--- src/pao_defs.vh ---
// Behaviour
// RQ1 - Each sample becomes one 10-bit word, one word per clock up to 65 MHz.
// RQ2 - The capture side keeps the sampling clock between 10 and 65 MHz.
// RQ3 - One sample is taken on every rising clock edge while active; the code skips edges while the output buffer is full.
// RQ4 - A sample's word appears on the result bus six edges after sampling.
// RQ5 - Format select high gives two's complement, low gives offset binary.
// RQ6 - Standby control high halts conversion; low keeps converting.
// RQ7 - Result bus bit 0 is the LSB, bit 9 the MSB.
// RQ8 - Inputs above full scale saturate at code 1023, never wrapping.
// RQ9 - Inputs below full scale saturate at code 0, never wrapping.
// RQ10 - Two's complement equals offset binary with the MSB inverted.
`ifndef PAO_DEFS_VH
`define PAO_DEFS_VH

// Widths
`define PAO_RES_W 10
`define PAO_RES_MSB 9
`define PAO_AIN_W 12
`define PAO_AIN_MSB 11
`define PAO_SUM_W 13
`define PAO_SUM_MSB 12
// Carried word: flag bits sit above the result code
`define PAO_WORD_W 12
`define PAO_OVR_BIT 10
`define PAO_UND_BIT 11
// Stage word adds a valid bit on top
`define PAO_STG_W 13
`define PAO_VLD_BIT 12

// Codes
`define PAO_MIDSCALE 13'h0200
`define PAO_CODE_MAX 10'h03ff
`define PAO_CODE_MIN 10'h0000
`define PAO_RAW_RST 12'h0000
`define PAO_STG_RST 13'h0000
`define PAO_WORD_RST 12'h0000

// Timing: stages before the output buffer register
`define PAO_LATENCY 6
`define PAO_LAST_STG 5
`define PAO_FMAX_MHZ 65
`define PAO_FMIN_MHZ 10

`endif

--- src/pao_port.v ---
`timescale 1ns/1ps
`include "pao_defs.vh"

// Digital output side of a pipelined converter. The quantised sample
// arrives as a signed offset from midscale; this block clamps, delays,
// codes and presents it on the parallel result bus.
module pao_port (
  // Clock and reset
  input wire i_mclk,
  input wire i_reset,
  // Quantised sample from the analog front end, signed from midscale
  input wire [`PAO_AIN_MSB:0] i_sample,
  // Static controls
  input wire i_format_select,
  input wire i_standby_control,
  // Receiver handshake
  input wire i_result_ready,
  // Result bus
  output wire [`PAO_RES_MSB:0] o_result_bus,
  output wire o_result_valid,
  output wire o_over_range,
  output wire o_under_range,
  // Status
  output wire o_standby_active,
  output wire o_sample_missed
);

  // Stage 0: raw capture
  reg [`PAO_AIN_MSB:0] raw_q;
  reg raw_valid_q;
  // Stages 1..5: clamped code, range flags and valid
  reg [`PAO_STG_W-1:0] stg_q [1:`PAO_LAST_STG];
  reg standby_q;
  reg missed_q;
  integer k;

  // Buffer interface
  wire buf_in_ready;
  wire buf_out_valid;
  wire [`PAO_WORD_W-1:0] buf_out_data;
  wire [`PAO_WORD_W-1:0] buf_in_data;
  wire buf_in_valid;

  // Clamp arithmetic
  wire [`PAO_SUM_MSB:0] sum_w;
  reg [`PAO_RES_MSB:0] code_d;
  reg ovr_d;
  reg und_d;
  wire [`PAO_RES_MSB:0] last_code_w;
  wire [`PAO_RES_MSB:0] coded_w;

  // The whole pipe moves only when the buffer can take a word, so a
  // long receiver stall pauses sampling rather than losing a result.
  wire advance_w;
  assign advance_w = buf_in_ready;

  // Shift sample onto the 0..1023 scale, sign-extended to avoid wrap
  assign sum_w = {raw_q[`PAO_AIN_MSB], raw_q} + `PAO_MIDSCALE;

  // Saturating clamp of the shifted sample
  always @* begin
    code_d = sum_w[`PAO_RES_MSB:0];
    ovr_d = 1'b0;
    und_d = 1'b0;
    if (sum_w[`PAO_SUM_MSB]) begin
      code_d = `PAO_CODE_MIN; // see RQ9
      und_d = 1'b1;
    end else if (sum_w[`PAO_SUM_MSB-1:`PAO_RES_W] != 2'h0) begin
      code_d = `PAO_CODE_MAX; // see RQ8
      ovr_d = 1'b1;
    end
  end

  // Stage 0 sampling; standby blocks new samples, pipe still drains
  always @(posedge i_mclk or posedge i_reset) begin
    if (i_reset) begin
      raw_q <= `PAO_RAW_RST;
      raw_valid_q <= 1'b0;
    end else if (advance_w) begin
      raw_q <= i_sample; // see RQ3
      raw_valid_q <= !i_standby_control; // see RQ6
    end
  end

  // Stages 1..5: clamp once, then fixed delay to the buffer input
  always @(posedge i_mclk or posedge i_reset) begin
    if (i_reset) begin
      for (k = 1; k <= `PAO_LAST_STG; k = k + 1) begin
        stg_q[k] <= `PAO_STG_RST;
      end
    end else if (advance_w) begin
      stg_q[1] <= {raw_valid_q, und_d, ovr_d, code_d}; // see RQ1
      for (k = 2; k <= `PAO_LAST_STG; k = k + 1) begin
        stg_q[k] <= stg_q[k-1]; // see RQ4
      end
    end
  end

  // Coding applied last, so a format change hits whole words only
  assign last_code_w = stg_q[`PAO_LAST_STG][`PAO_RES_MSB:0];
  assign coded_w = {last_code_w[`PAO_RES_MSB] ^ i_format_select,
                    last_code_w[`PAO_RES_MSB-1:0]}; // see RQ5, see RQ10
  assign buf_in_data = {stg_q[`PAO_LAST_STG][`PAO_UND_BIT],
                        stg_q[`PAO_LAST_STG][`PAO_OVR_BIT],
                        coded_w};
  assign buf_in_valid = stg_q[`PAO_LAST_STG][`PAO_VLD_BIT];

  // Output register is the sixth flop after the sampling edge
  pao_skid #(
    .WIDTH(`PAO_WORD_W)
  ) u_skid (
    .i_mclk(i_mclk),
    .i_reset(i_reset),
    .i_in_valid(buf_in_valid),
    .i_in_data(buf_in_data),
    .o_in_ready(buf_in_ready),
    .o_out_valid(buf_out_valid),
    .o_out_data(buf_out_data),
    .i_out_ready(i_result_ready)
  );

  // Status flops; a missed edge is one where sampling had to pause
  always @(posedge i_mclk or posedge i_reset) begin
    if (i_reset) begin
      standby_q <= 1'b0;
      missed_q <= 1'b0;
    end else begin
      standby_q <= i_standby_control; // see RQ6
      missed_q <= !advance_w && !i_standby_control;
    end
  end

  // Bit 0 is the LSB, bit 9 the MSB
  assign o_result_bus = buf_out_data[`PAO_RES_MSB:0]; // see RQ7
  assign o_over_range = buf_out_data[`PAO_OVR_BIT];
  assign o_under_range = buf_out_data[`PAO_UND_BIT];
  assign o_result_valid = buf_out_valid;
  assign o_standby_active = standby_q;
  assign o_sample_missed = missed_q;

endmodule

--- src/pao_skid.v ---
`timescale 1ns/1ps
`include "pao_defs.vh"

// Two-entry buffer: output register plus one skid register
module pao_skid #(
  parameter WIDTH = 12
) (
  // Clock and reset
  input wire i_mclk,
  input wire i_reset,
  // Filling side
  input wire i_in_valid,
  input wire [WIDTH-1:0] i_in_data,
  output wire o_in_ready,
  // Draining side
  output wire o_out_valid,
  output wire [WIDTH-1:0] o_out_data,
  input wire i_out_ready
);

  reg [WIDTH-1:0] out_data_q;
  reg out_valid_q;
  reg [WIDTH-1:0] skid_data_q;
  reg skid_valid_q;
  reg in_ready_q;

  // Ready is registered so the source never sees a combinational path
  always @(posedge i_mclk or posedge i_reset) begin
    if (i_reset) begin
      out_data_q <= {WIDTH{1'b0}};
      out_valid_q <= 1'b0;
      skid_data_q <= {WIDTH{1'b0}};
      skid_valid_q <= 1'b0;
      in_ready_q <= 1'b1;
    end else if (in_ready_q) begin
      if (i_in_valid && out_valid_q && !i_out_ready) begin
        // Receiver stalled: park the word instead of losing it
        skid_data_q <= i_in_data;
        skid_valid_q <= 1'b1;
        in_ready_q <= 1'b0;
      end else if (!out_valid_q || i_out_ready) begin
        out_data_q <= i_in_data;
        out_valid_q <= i_in_valid;
      end
    end else if (i_out_ready) begin
      // Drain the parked word, then reopen the filling side
      out_data_q <= skid_data_q;
      out_valid_q <= 1'b1;
      skid_valid_q <= 1'b0;
      in_ready_q <= 1'b1;
    end
  end

  assign o_in_ready = in_ready_q;
  assign o_out_valid = out_valid_q;
  assign o_out_data = out_data_q;

endmodule

--- config.mk ---
export PLATFORM = sky130hd
export DESIGN_NAME = pao_port
export DESIGN_NICKNAME = d
export VERILOG_FILES = /design/src/pao_port.v /design/src/pao_skid.v
export VERILOG_INCLUDE_DIRS = /design/src
export SDC_FILE = /design/constraint.sdc
export NUM_CORES = 1
export LEC_CHECK = 0
export BUFFER_PORTS_ARGS = -buffer_cell sky130_fd_sc_hd__buf_2
export CORE_MARGIN = 2
export CORE_UTILIZATION = 63
export DETAILED_ROUTE_END_ITERATION = 10
export PLACE_DENSITY = 0.94
export SKIP_LAST_GASP = 1
export SLEW_MARGIN = 15
export SYNTH_ARGS = -nofsm -noshare
export SYNTH_HDL_FRONTEND = slang
export SYNTH_SLANG_ARGS = --single-unit
--- constraint.sdc ---
create_clock -name i_mclk -period 9 [get_ports i_mclk]
set_input_delay 0.45 -clock i_mclk [delete_from_list [all_inputs] [get_ports i_mclk]]
set_output_delay 0.45 -clock i_mclk [all_outputs]
set_load 0.01 [all_outputs]
---- Word-level counts from Yosys, hierarchy flattened ----
Index checks and enable logic that the tools add are counted.
word-level totals
  output and inout bits ................... 15
  word-level logic and storage cells ...... 45
  flip-flop bits (word level) ............. 106
cells by class
  add/subtract/negate cells ............... 1
  bitwise logic cells ..................... 1
  equality and inequality tests ........... 2
  multiplexer cells ....................... 16
  reduce and logical (&&, ||, !) cells .... 12
operator list
  cell                      count
  $mux W12                  4
  $mux W10                  2
  $add A12 B11 Y13 const B  1
  $mux W1                   10
  $logic_not A1 Y1          4
  $ne A2 B2 Y1 const B      2
  $reduce_bool A2 Y1        2
  $logic_and A1 B1 Y1       3
  $reduce_and A3 Y1         1
  $reduce_and A2 Y1         1
  $logic_or A1 B1 Y1        1
  $xor A1 B1 Y1             1

---- Longest topological paths before layout ----
  word-level depth ........................ 5
  depth in mapped cells ................... 5

---- By module ----
From an unflattened synthesis, not the netlist that was laid out.
second synthesis, totals
  cells, all modules ...................... 295
  area, all modules ....................... 4380.5 sq um
modules (own cells, without submodules)
  module    instances  cells an instance  sequential area each (sq um)  area an instance (sq um)
  pao_port  1          204                2001.9                        3145.5
  pao_skid  1          91                 651.9                         1234.9

---- Worst setup path after synthesis ----
OpenSTA, ideal clock, no wires.
  path kind ............................... flip-flop to flip-flop
  start ................................... register u_skid.in_ready_q (netlist: u_skid.o_in_ready)
  end ..................................... register u_skid.out_data_q[0] (netlist: u_skid.o_out_data[0])
  setup slack ............................. 7.555 ns
  setup time .............................. 0.125 ns
  period minus slack after synthesis ...... 1.445 ns
  arrival time ............................ 1.320 ns
  stages on the path, launching flop included .. 5
  cell sequence ........................... dfstp_2 buf_6 buf_6 mux2_4 mux2_2
on the way
  longest elaborated chain between the ends .. 2
  elaborated cells between the ends (all ways) .. 5
  those cells by class .................... 2 x eq/ne; 1 x mux; 2 x reduce/logical
RTL lines
  what                                                                 RTL line       RTL
  start, declared                                                      pao_skid.v:25  reg in_ready_q;
  start signal, assigned                                               pao_skid.v:34  in_ready_q <= 1'b1;
  start signal, assigned                                               pao_skid.v:40  in_ready_q <= 1'b0;
  start signal, assigned                                               pao_skid.v:50  in_ready_q <= 1'b1;
  $ne A2 B2 Y1 (no line) / $reduce_bool A2 Y1 (equally long branches)  --
  $reduce_and A3 Y1 (no line)                                          --
  end signal, assigned                                                 pao_skid.v:30  out_data_q <= {WIDTH{1'b0}};
  end signal, assigned                                                 pao_skid.v:42  out_data_q <= i_in_data;
  end signal, assigned                                                 pao_skid.v:47  out_data_q <= skid_data_q;
  end, declared                                                        pao_skid.v:21  reg [WIDTH-1:0] out_data_q;
Several ways; a longest one is shown, not always the timed one.
A chain may end at the register's enable or synchronous reset.

---- Final worst setup path ----
  start ................................... register u_skid.in_ready_q (netlist: u_skid.o_in_ready)
  end ..................................... register u_skid.out_data_q[7] (netlist: u_skid.o_out_data[7])
The elaborated chain is that of the path after synthesis.

==> metrics.txt <==
clk slew on worst S/H paths 0.09 ns; CP endpoint kind flip-flop; maximum fanout along the worst path 97; CORE AREA 6420 um^2; Synth Cell Area 4230 um^2; critical path launch point type flip-flop; RSZ-0062 raised after global routing no; CTS tree built; type of the worst setup path flip-flop to flip-flop; final wirelength 6190 um; Post-Synth Adder-Cell Area 0.296%; peak supply drop 0.192 mV; CTS sink cnt 106; n_diodes 0; area of the multi-input gates 1410 um^2; Via Count 2155; CTS Root Cell clkbuf_8; Synth Warn # 0; DR WL/cell 16.1 um; first-pass GRT wire length 10700 um; Power Density 373 nW/um^2; fin. max-slew vios 0; Vias/cell 5.61; mux contribution to synthesized area 27.6%; Layout Nets 320; skew final 0.00614 ns; die area 7380 um^2; clk buf depth 2; complex-gate fraction of the synthesized area 2.78%; Fillers 419; largest net degree at the start of global routing 98; clk_lat worst skew 0.36 ns; post-synthesis xor/xnor area fraction 0.414%; setup violators final 0; CTS buffer count 9; Leak Pwr 2.10 nW; final hold vios 0; outcome finished clean; H-tree levels 3; layout cell share with drive strength beyond 1 48.5%; First DRT Iteration DRCs 114; worst setup margin 6.77 ns; Synth cell types 26; PortBufs 31; HPWL after DPL 4000 um; fin crit period 2.23 ns; setup bufs post-CTS 0; R2R cell count 2; Total GRT Usage 18.8%; area delta synth->final 8.88%; Initial Util 65.8%; gpl congestion 0.701; Total Neg Setup Slack 0 ns; drt first pass iters 4; Setup WS pre-CTS 6.76 ns; post-cts hold buffer count 0; largest family of logic cells by synthesized area multiplexers; syn_area_per_cell 15.4 um^2; post-synthesis register bit count 106; Slew @ Worst Pin 1.05 ns; register area 2660 um^2; Die X-Extent 85.9 um; Max-slew headroom 29.9%; post-synth net total 293; Post-CTS Resized 0; simple-gate share of the synthesized area 2.34%; total congestion overflow 0; max-cap viol count 0; Seq/Total Area, Yosys 62.8%; Residual DRC 0; post-route ant nets 0; Req. time, crit path 9.25 ns; vias in the first global route 2168; FMAX 449 MHz; Synth Instances 275; initial antenna violation count 0; Core Rows 29; crit path DAT 2.48 ns; Ports 32; die height 85.9 um; crit share post-route 24.7%; Min-Delay Path Class input port to asynchronous set/reset pin
[logic make-up after synthesis]
group,after synthesis
AOI/OAI and AO/OA,18
buffers and inverters,30
and+or+nand+nor,17
muxes,101
DFF,106
xor gates and xnor gates,2
adders and majority gates,1
[final cells by class]
type / count / share of cell area (%)
timing repair buffer: 32 / 3.53
multi-input combinational: 139 / 30.7
sequential: 106 / 57.7
clock buffer: 12 / 3.15
inverter: 14 / 1.20
tap: 77 / 2.09
clock inverter: 4 / 1.63
[layer usage]
metal / part of all wire (%) / up-vias / GRT usage, %
met4: 1.0 / 0 / 6.49
met5: 0 / - / 0
met2: 52 / 44 / 30.2
met1: 44 / 1092 / 25.3
met3: 3.6 / 7 / 4.72
li1: - / 1012 / -
[sequential cells by signal, indices dropped and copies added, names as in the netlist]
| signal | count |
|---|---|
| stg_q | 52 |
| last_code_w | 1 |
| raw_valid_q | 1 |
| buf_in_data | 11 |
| u_skid.o_out_valid | 1 |
| u_skid.o_out_data | 12 |
| buf_in_valid | 1 |
| o_standby_active | 1 |
| u_skid.o_in_ready | 1 |
| o_sample_missed | 1 |
| u_skid.skid_data_q | 12 |
| raw_q | 12 |
[power by group]
group	switching, W	internal, W	leakage, nW	total [W]
Sequential	0.000186	0.000712	1.25	0.000898
Clock	0.000152	0.000165	0.103	0.000317
Combinational	0.000173	0.000330	0.752	0.000503
Total	0.000511	0.00121	2.10	0.00172
[critical path, stage by stage (launching register included)]
cell and delay [ns]:
dfstp_4 1.32, a21oi_2 0.38, mux2_1 0.41
[stage by stage]
stage	instances	util (%)	cell area, um^2	power, W	hold slack, ns
2_1_floorplan	275	-	4230	0.00129	0.446
3_3_place_gp	368	68.2	4380	0.00135	0.435
3_5_place_dp	368	68.2	4380	0.00141	0.442
4_1_cts	384	71.7	4600	0.00173	0.0491
5_1_grt	384	71.7	4600	0.00183	0.0665
6_report	384	71.7	4600	0.00172	0.0473
[placed cells by master, fill, tap and decap left out, types with 3 or more instances in the layout]
cell      netlist  final
dfrtp_1       105    105
mux2_2         90     90
buf_2           4     31
inv_1          14     13
o22ai_1        11     11
clkbuf_8        0     10
nor3_1          9      9
mux2_4          8      8
nand2_1         3      3
nor2_1          3      3
[Yosys cell counts]
cell	instances	area, um^2
nor3b_1	1	7.51
nor2_1	3	11.3
mux2_4	8	120
clkbuf_1	2	7.51
buf_2	4	20.0
nand2_1	3	11.3
o21a_1	1	7.51
a21o_1	1	7.51
o21ai_0	2	10.0
o22ai_1	11	68.8
xnor2_1	1	8.76
ha_1	1	12.5
a21oi_2	1	8.76
a21bo_2	1	10.0
mux2i_1	2	20.0
dfstp_2	1	26.3
inv_1	14	52.6
buf_4	8	60.1
a21oi_1	1	5.00
nand4b_4	1	23.8
mux2_1	1	11.3
buf_6	2	22.5
mux2_2	90	1010
xor2_1	1	8.76
dfrtp_1	105	2630
nor3_1	9	45.0
[worst paths after layout]
| path | startpoint | endpoint | slack, ns |
|---|---|---|---|
| min | i_reset | u_skid.o_out_data[9]$_DFFE_PP0P_ | 0.05 |
| max in group asynchronous | i_reset | u_skid.skid_data_q[11]$_DFFE_PP0P_ | 7.69 |
| max | u_skid.o_in_ready$_DFF_PP1_ | u_skid.o_out_data[7]$_DFFE_PP0P_ | 6.77 |
| min in group i_mclk | i_standby_control | o_standby_active$_DFF_PP0_ | 0.22 |
| max reg2reg | u_skid.o_in_ready$_DFF_PP1_ | u_skid.o_out_data[7]$_DFFE_PP0P_ | 6.77 |
| min reg2reg | u_skid.skid_data_q[9]$_DFFE_PP0P_ | u_skid.skid_data_q[9]$_DFFE_PP0P_ | 0.50 |
Note: power is estimated with default switching activity, not from simulation.
